**src/include/pcp_pkg.sv**
```systemverilog
/*
 pcp_pkg: constants for the pack configuration and power-up block.
 assumes a 40 MHz core clock; analog comparisons arrive as pins.
*/
`default_nettype none
package pcp_pkg;
   localparam int CLK_HZ = 40_000_000;
   // configuration register field positions
   localparam int CE_OFF_BIT  = 6;
   localparam int CELL4_BIT   = 7;
   localparam int CE_THR_LSB  = 8;
   localparam int OC_THR_LSB  = 10;
   localparam int UV_THR_LSB  = 12;
   localparam int OV_THR_LSB  = 14;
   localparam int CFG_LIVE_LSB = 6;
   // defaults after reload
   localparam logic [15:0] CFG_RST_4CELL = 16'h30C0;
   localparam logic [15:0] CFG_RST_3CELL = 16'h0040;
   localparam logic [15:0] CTRL_RST      = 16'h0000;
   // control register bits
   localparam int CHG_FET_BIT = 10;
   localparam int DSG_FET_BIT = 11;
   localparam int SLEEP_BIT   = 7;
   // status bits
   localparam int STAT_OC_BIT = 0;
   localparam int STAT_CE_BIT = 2;
   // calibration guard: extra time after the longer detect delay
   localparam int GUARD_MS = 200;
   localparam int GUARD_CYC = GUARD_MS * (CLK_HZ / 1000);
   typedef enum logic [1:0] {
      PCP_SLEEP = 2'b00,
      PCP_WAKE  = 2'b01,
      PCP_RUN   = 2'b10
   } pcp_mode_t;
endpackage
`default_nettype wire

```
**src/logic/pcp_config.sv**
```systemverilog
/*
 pcp_config: configuration register, control register reset on wake,
 fet drive gating and status bits of a battery protection monitor.
 assumes a serial front end that hands over decoded register writes
 on core_clk, and analog comparators that present levels as pins.
*/
// Contract
// - after power-up or sleep the block sleeps until the supply reaches the wake level (16V four-cell, 12V three-cell).
// - each entry into normal mode clears the whole control register.
// - while both fet control bits are zero both power fets are driven off.
// - configuration bits: 0-5 ignored, 6 charge-enable switch, 7 cell count, 8-9, 10-11, 12-13, 14-15 thresholds.
// - configuration defaults are 30C0h for four cells and 0040h for three cells.
// - the over-charge field selects 4.20V, 4.25V, 4.30V or 4.35V.
// - the under-voltage field selects 1.95-2.25V (four-cell) or 2.25-2.55V (three-cell).
// - status bit 0 is one while over-current is active or the regulator is untuned.
// - status bit 2 is low-cell or over-charge when charge-enable is on, else over-charge only.
// - the over-current field selects 0.075V, 0.100V, 0.125V or 0.150V.
// - charge-enable switch zero turns the function on; cell count one means four cells.
// - writes touch only the volatile copy; reload comes from the shadow, stored on write-enable then eeprom write.
`timescale 1ns/1ps
`default_nettype none
module pcp_config #(
   parameter bit FOUR_CELL = 1'b1,
   parameter int OV_DELAY_MS = 1000,
   parameter int UV_DELAY_MS = 1000,
   parameter int CAL_CYCLES =
      (((OV_DELAY_MS > UV_DELAY_MS) ? OV_DELAY_MS : UV_DELAY_MS)
       * (pcp_pkg::CLK_HZ / 1000)) + pcp_pkg::GUARD_CYC
) (
   input  wire logic        core_clk,
   input  wire logic        arst_n,
   input  wire logic        wake_supply_level,
   input  wire logic        cfg_wr,
   input  wire logic [15:0] cfg_wdata,
   input  wire logic        ctrl_wr,
   input  wire logic [15:0] ctrl_wdata,
   input  wire logic        write_enable_cmd,
   input  wire logic        eeprom_write_cmd,
   input  wire logic        overcurrent_active,
   input  wire logic        regulator_tuned,
   input  wire logic        overcharge_flag,
   input  wire logic        lowcell_detect,
   output logic             normal_mode,
   output logic             cal_busy,
   output logic [15:0]      pack_configuration,
   output logic [15:0]      control_reg,
   output logic             charge_fet_off,
   output logic             discharge_fet_off,
   output logic [2:0]       status_bits,
   output logic [1:0]       overcharge_threshold_sel,
   output logic [1:0]       undervoltage_threshold_sel,
   output logic [1:0]       overcurrent_threshold_sel,
   output logic [1:0]       charge_enable_threshold_sel,
   output logic             cell_count_select,
   output logic             charge_enable_disable
);
   localparam logic [15:0] CFG_DEF =
      FOUR_CELL ? pcp_pkg::CFG_RST_4CELL : pcp_pkg::CFG_RST_3CELL;
   localparam int CW = $clog2(CAL_CYCLES + 1);

   // three-stage sampling of asynchronous comparator levels
   logic [2:0] wake_s, oc_s, tun_s, ov_s, lc_s;
   always_ff @(posedge core_clk or negedge arst_n) begin
      if (!arst_n) begin
         wake_s <= 3'h0;
         oc_s   <= 3'h0;
         tun_s  <= 3'h0;
         ov_s   <= 3'h0;
         lc_s   <= 3'h0;
      end else begin
         wake_s <= {wake_s[1:0], wake_supply_level};
         oc_s   <= {oc_s[1:0], overcurrent_active};
         tun_s  <= {tun_s[1:0], regulator_tuned};
         ov_s   <= {ov_s[1:0], overcharge_flag};
         lc_s   <= {lc_s[1:0], lowcell_detect};
      end
   end
   logic wake_q, oc_q, tun_q, ov_q, lc_q;
   always_ff @(posedge core_clk or negedge arst_n) begin
      if (!arst_n) begin
         wake_q <= 1'b0;
         oc_q   <= 1'b0;
         tun_q  <= 1'b0;
         ov_q   <= 1'b0;
         lc_q   <= 1'b0;
      end else begin
         if (wake_s[1] == wake_s[2]) wake_q <= wake_s[2];
         if (oc_s[1] == oc_s[2])     oc_q   <= oc_s[2];
         if (tun_s[1] == tun_s[2])   tun_q  <= tun_s[2];
         if (ov_s[1] == ov_s[2])     ov_q   <= ov_s[2];
         if (lc_s[1] == lc_s[2])     lc_q   <= lc_s[2];
      end
   end

   // the wake comparator pin itself encodes the variant level
   pcp_pkg::pcp_mode_t mode;
   logic sleep_req;
   assign sleep_req = control_reg[pcp_pkg::SLEEP_BIT];
   always_ff @(posedge core_clk or negedge arst_n) begin
      if (!arst_n) begin
         mode <= pcp_pkg::PCP_SLEEP;
      end else begin
         case (mode)
            pcp_pkg::PCP_SLEEP: begin
               if (wake_q) mode <= pcp_pkg::PCP_WAKE;
            end
            pcp_pkg::PCP_WAKE:  mode <= pcp_pkg::PCP_RUN;
            pcp_pkg::PCP_RUN:   if (sleep_req) mode <= pcp_pkg::PCP_SLEEP;
            default:            mode <= pcp_pkg::PCP_SLEEP;
         endcase
      end
   end
   always_ff @(posedge core_clk or negedge arst_n) begin
      if (!arst_n) normal_mode <= 1'b0;
      else normal_mode <= (mode == pcp_pkg::PCP_RUN) && !sleep_req;
   end

   // calibration window: informational; the controller must honour it
   logic [CW-1:0] cal_cnt;
   always_ff @(posedge core_clk or negedge arst_n) begin
      if (!arst_n) begin
         cal_cnt  <= '0;
         cal_busy <= 1'b0;
      end else if (mode == pcp_pkg::PCP_WAKE) begin
         cal_cnt  <= CW'(CAL_CYCLES);
         cal_busy <= 1'b1;
      end else if (cal_cnt != '0) begin
         cal_cnt  <= cal_cnt - 1'b1;
         cal_busy <= (cal_cnt != CW'(1));
      end else begin
         cal_busy <= 1'b0;
      end
   end

   // nonvolatile shadow; its reset value stands for the factory image
   logic [15:0] shadow;
   logic        wren_latch;
   always_ff @(posedge core_clk or negedge arst_n) begin
      if (!arst_n) begin
         shadow     <= CFG_DEF;
         wren_latch <= 1'b0;
      end else begin
         if (write_enable_cmd) wren_latch <= 1'b1;
         else if (eeprom_write_cmd) wren_latch <= 1'b0;
         if (eeprom_write_cmd && wren_latch)
            shadow <= pack_configuration;
      end
   end
   always_ff @(posedge core_clk or negedge arst_n) begin
      if (!arst_n) begin
         pack_configuration <= CFG_DEF;
      end else if (mode == pcp_pkg::PCP_WAKE) begin
         pack_configuration <= shadow;
      end else if (cfg_wr && mode == pcp_pkg::PCP_RUN) begin
         // low six bits are ignored and read as zero
         pack_configuration <= {cfg_wdata[15:6], 6'h00};
      end
   end

   always_ff @(posedge core_clk or negedge arst_n) begin
      if (!arst_n) control_reg <= pcp_pkg::CTRL_RST;
      else if (mode != pcp_pkg::PCP_RUN)
         control_reg <= pcp_pkg::CTRL_RST;
      else if (ctrl_wr) control_reg <= ctrl_wdata;
   end

   // fet gates: a zero control bit means the fet is held off
   always_ff @(posedge core_clk or negedge arst_n) begin
      if (!arst_n) begin
         charge_fet_off    <= 1'b1;
         discharge_fet_off <= 1'b1;
      end else begin
         charge_fet_off    <= !control_reg[pcp_pkg::CHG_FET_BIT] ||
                              (mode != pcp_pkg::PCP_RUN);
         discharge_fet_off <= !control_reg[pcp_pkg::DSG_FET_BIT] ||
                              (mode != pcp_pkg::PCP_RUN);
      end
   end

   always_ff @(posedge core_clk or negedge arst_n) begin
      if (!arst_n) status_bits <= 3'h1;
      else begin
         status_bits[pcp_pkg::STAT_OC_BIT] <= oc_q || !tun_q;
         status_bits[1] <= 1'b0;
         status_bits[pcp_pkg::STAT_CE_BIT] <= ov_q ||
            (!pack_configuration[pcp_pkg::CE_OFF_BIT] && lc_q);
      end
   end

   // decoded fields feed the analog threshold selectors
   always_ff @(posedge core_clk or negedge arst_n) begin
      if (!arst_n) begin
         overcharge_threshold_sel    <= CFG_DEF[15:14];
         undervoltage_threshold_sel  <= CFG_DEF[13:12];
         overcurrent_threshold_sel   <= CFG_DEF[11:10];
         charge_enable_threshold_sel <= CFG_DEF[9:8];
         cell_count_select           <= CFG_DEF[7];
         charge_enable_disable       <= CFG_DEF[6];
      end else begin
         overcharge_threshold_sel    <= pack_configuration[15:14];
         undervoltage_threshold_sel  <= pack_configuration[13:12];
         overcurrent_threshold_sel   <= pack_configuration[11:10];
         charge_enable_threshold_sel <= pack_configuration[9:8];
         cell_count_select           <= pack_configuration[7];
         charge_enable_disable       <= pack_configuration[6];
      end
   end
endmodule
`default_nettype wire

```
**config.mk**
```make
export PLATFORM = sky130hd
export DESIGN_NAME = pcp_config
export DESIGN_NICKNAME = d
export VERILOG_FILES = /design/src/include/pcp_pkg.sv /design/src/logic/pcp_config.sv
export SDC_FILE = /design/constraint.sdc
export NUM_CORES = 1
export LEC_CHECK = 0
export BUFFER_PORTS_ARGS = -buffer_cell sky130_fd_sc_hd__buf_4
export CELL_PAD_IN_SITES_DETAIL_PLACEMENT = 0
export CELL_PAD_IN_SITES_GLOBAL_PLACEMENT = 2
export CORE_UTILIZATION = 38
export DETAILED_ROUTE_END_ITERATION = 10
export GPL_ROUTABILITY_DRIVEN = 1
export PLACE_DENSITY = 0.9
export SYNTH_ARGS = -nofsm -noshare
export SYNTH_HDL_FRONTEND = slang
export SYNTH_SLANG_ARGS = --single-unit
```
**constraint.sdc**
```tcl
create_clock -name core_clk -period 3.4 [get_ports core_clk]
set_input_delay 0.85 -clock core_clk [delete_from_list [all_inputs] [get_ports core_clk]]
set_output_delay 0.85 -clock core_clk [all_outputs]
set_load 0.05 [all_outputs]
```
== Word-level counts from Yosys, hierarchy flattened ==
Index checks and enable logic that the tools add are counted.
Cells by class
  muxes and demuxes: 13
  $add $sub $neg: 1
  reduce and logical (&&, ||, !) cells: 20
  equality and inequality tests: 11
Operators by type and width (count)
  two-way mux 16 bit: 4
  two-way mux 26 bit: 2
  != test 26 x 1 -> 1 bit (second input constant): 1
  nonzero test 26 bit: 1
  subtractor 26 x 1 -> 26 bit (second input constant): 1
  nonzero test 2 bit: 4
  != test 2 bit (second input constant): 3
  one-hot mux 2 bit (3 select lines): 1
  == test 1 bit: 5
  zero test 1 bit: 5
  logical AND 1 bit: 4
  logical OR 1 bit: 4
  two-way mux 1 bit: 4
  two-way mux 2 bit: 2
  == test 2 x 1 -> 1 bit (second input constant): 1
  == test 2 bit (second input constant): 1
  zero test 2 bit: 1
  AND reduction 2 bit: 1
Word-level totals
  word-level logic and storage cells: 72
  bits in registers: 113

== Longest topological paths before layout ==
  word-level depth: 4
  depth in mapped cells: 9
  depth with buffers taken out: 7

== Worst setup path before layout ==
OpenSTA, ideal clock, no wires.
  path type: flip-flop to flip-flop
  from: reg cal_cnt[0]
  to: reg cal_cnt[11]
  arrival time: 2.135 ns
  stages on the path, launching flop included: 9
  period minus slack after synthesis: 2.272 ns
  path buffers: 1
  setup time: 0.136 ns
  path slack: 1.128 ns
  cells stage by stage: dfrtp_1 inv_1 ha_1 nor3b_1 and3b_1 clkbuf_1 a31o_2 nor3_1 or3b_2
Between the ends
  cells in the longest elaborated chain, start to end: 3
  elaborated cells between the ends (all ways): 5
  classes of those cells: 1 x add/sub; 2 x mux; 2 x reduce/logical
RTL lines
  start: declaration: RTL line pcp_config.sv:119  | logic [CW-1:0] cal_cnt;
  start signal: assignment: RTL line pcp_config.sv:125  | cal_cnt <= CW'(CAL_CYCLES);
  start signal: assignment: RTL line pcp_config.sv:128  | cal_cnt <= cal_cnt - 1'b1;
  subtractor 26 x 1 -> 26 bit: RTL line pcp_config.sv:128
  two-way mux 26 bit: RTL line pcp_config.sv:127  | end else if (cal_cnt != '0) begin
  two-way mux 26 bit: RTL line pcp_config.sv:124  | end else if (mode == pcp_pkg::PCP_WAKE) begin
Several ways; a longest one is shown, not always the timed one. The select of a mux whose other input is x is not followed.
A chain may end at the register's enable or synchronous reset.

== Worst setup path after layout ==
  from: reg cal_cnt[12]
  to: reg cal_cnt[23]
Same word-level chain as after synthesis.

==> flow_summary.yaml <==
worst_hold_path:
  min_from: "lc_s[0]"
  hold_class: "flop to flop"
pwr:
  total_leakage_power_nw: 2.697
  power_density_nw_per_um2: 926.9
  combPwrFrac_pct: 28.8
  clock_power_share_pct: 36.1
  peakVddDrop_mv: 0.7243
  power_frac_seq_pct: 35.1
  p_sw_mw: 1.932
  internal_power_mw: 3.558
  switching_share_pct: 35.19
critical_path:
  critPathMaxStageDelay_ns: 0.68
  arrival_ns: 2.76
  worstSetupStartpoint: "cal_cnt[12]"
  critical_path_class: "flop to flop"
  crit_family: "simple AND/OR/NAND/NOR gates"
  start_kind: "flop"
  crit_buf_inv: 0
  worstPathCellList: "or4_1, nor2_1, nand3_1, and4_1, o21ai_0"
  cp_slowest_cell: "or4_1"
  r2r-start: "cal_cnt[12]"
  endpoint_kind: "flop"
  crit_required_ns: 3.72
  critPathMaxFanout: 13
sta:
  drv_slew: 0
  tightest_slew_ns: 0.7634
  fin_crit_ns: 2.438
  final.setup_skew_ns: 0.008177
  maxSlewHeadroom_pct: 48.99
  rsz0062_at_grt: "no"
  fin_crit_sh_pct: 71.72
  fin_setup_tns_ns: 0
  final_hold_viol_count: 0
  fmaxAchievable_ghz: 0.4101
  setup_violations: 0
global_route:
  grt_pass1_wl_um: 15850
  grt_max_degree: 80
  overflow: 0
  grt_pass1_vias: 3207
  grt.total_usage_pct: 16.52
  antenna_found_initial: 0
yosys:
  syn_inst: 365
  netlist.area_leader.share_pct: 54.90
  yosysMostFrequentCell: "dfrtp_1"
  syn-mean-instance-area_um2: 12.24
  yosys_register_bits: 113
  synth_area_leaders: "dfrtp_1, dfstp_2, mux2i_1"
  yosys_warnings: 0
  synth_enable_flop_cells: 0
  synth.cells.most_frequent: "dfrtp_1, nor2_1, mux2i_1"
  async_flop_share_pct: 100.0
  synth_flop_cell: "dfrtp_1"
  syn_area_um2: 4467
  synth_top_area_cell: "dfrtp_1"
  ys_types: 44
  syn_nets: 410
  synth-seq-area-share_pct: 63.73
drt:
  drc_errors: 0
  antenna_left: 0
  drtIter0Drc: 93
  vias: 3029
  finalWirelength_um: 9289
  avgRoutedWirePerCell_um: 15.20
  vias_per_cell: 4.957
  dr.pass1.iters: 4
clocking:
  post_cts_buffers: 0
  clk_pin_slew_ns: 0.05
  hold_buffers: 0
  clockBufferDepth: 2
  h-tree-depth: 4
  clock_latency_ns: 0.41
  cts_tree: "done"
  cts.sink_count: 113
  numCtsBuffers: 17
  cts_resized: 0
  root_buffer: "clkbuf_16"
layout:
  layout-drive-gt1-share_pct: 34.40
  utilization_pct: 51.87
  antenna_cells: 0
  nets: 500
  top_register: "cal_cnt"
  largest_reg_flops: 26
  syn_to_final_growth_pct: 32.61
die:
  die-area_um2: 12190
  row_count: 39
  pin_count: 92
  start_util_pct: 39.12
  die_w_um: 110.4
  core_um2: 11420
  die_h_um: 110.4
outcome:
  status: "finished, final reports clean"
place:
  place_congestion: 0.7245
  hpwl_um: 5947
  io_buffer_count: 84
job:
  max_cap_viol_count: 0
==> routing by layer <==
metal / GRT usage [%] / part of all wire [%] / vias to the layer above
met5: 0 / 0 / -
met4: 5.867 / 0.75 / 0
met3: 6.915 / 5.7 / 6
met2: 26.05 / 48 / 64
met1: 20.33 / 45 / 1487
li1: - / - / 1472
==> layout by cell type (no fill, tap or decap), drive strengths merged, types with 10 or more instances in the layout <==
cell / synthesis / final
clkbuf: 14 / 18
buf: 3 / 88
or3: 10 / 10
o21ai: 22 / 22
dfstp: 15 / 15
mux2: 15 / 15
a21oi: 16 / 16
dfrtp: 98 / 98
nand2: 23 / 23
nor2: 35 / 35
mux2i: 28 / 28
==> power groups by stage <==
stage	clock network, mW	registers (mW)	logic, mW
6_report	1.98	1.93	1.58
5_1_grt	2.08	1.97	1.71
4_1_cts	2.02	1.93	1.60
3_5_place_dp	0	1.94	1.59
3_3_place_gp	0	1.93	1.57
2_1_floorplan	0	2.45	0.563
==> metrics by stage <==
stage / instance area (µm²) / hold slack (ns) / power, mW / worst slack [ns] / instances
floorplan: 4467 / 0.3312 / 3.018 / 1.128 / 365
global placement: 5258 / 0.3333 / 3.493 / 1.051 / 579
detailed placement: 5258 / 0.3364 / 3.539 / 0.9845 / 579
CTS: 5923 / 0.3486 / 5.554 / 0.9586 / 611
global route: 5923 / 0.3539 / 5.760 / 0.7114 / 611
finish: 5923 / 0.3464 / 5.490 / 0.9616 / 611
==> cell families (layout without fill, tap and decap cells) <==
logic type,after synthesis,count (layout),share of synthesized area (%)
DFF,113,113,63.73
other,1,1,0.08395
muxes,43,43,10.06
adders and majority gates,7,7,1.681
xor gates and xnor gates,5,5,0.9806
buffers and inverters,22,125,1.933
AOI/OAI and AO/OA,59,59,8.011
and+or+nand+nor,115,115,13.53
==> layout make-up <==
| type | count | area (µm²) |
|---|---|---|
| Fill cell | 1009 | 5495 |
| Multi-Input combinational cell | 230 | 1540 |
| Sequential cell | 113 | 2846 |
| Clock buffer | 18 | 439.2 |
| Inverter | 5 | 18.77 |
| Clock inverter | 14 | 226.5 |
| Tap cell | 143 | 178.9 |
| Timing Repair Buffer | 88 | 673.1 |
==> path summary, 6_finish.rpt <==
kind | slack, ns | cells past startpoint | endpoint
hold reg to reg | 0.35 | 0 | lc_s[1]
setup / recovery | 0.96 | 5 | cal_cnt[23]
hold / removal | 0.35 | 0 | lc_s[1]
max in group asynchronous | 2.19 | 2 | shadow[6]
min in group asynchronous | 0.40 | 1 | control_reg[2]
setup reg to reg | 0.96 | 5 | cal_cnt[23]
Power figures use the tool's default switching activity.
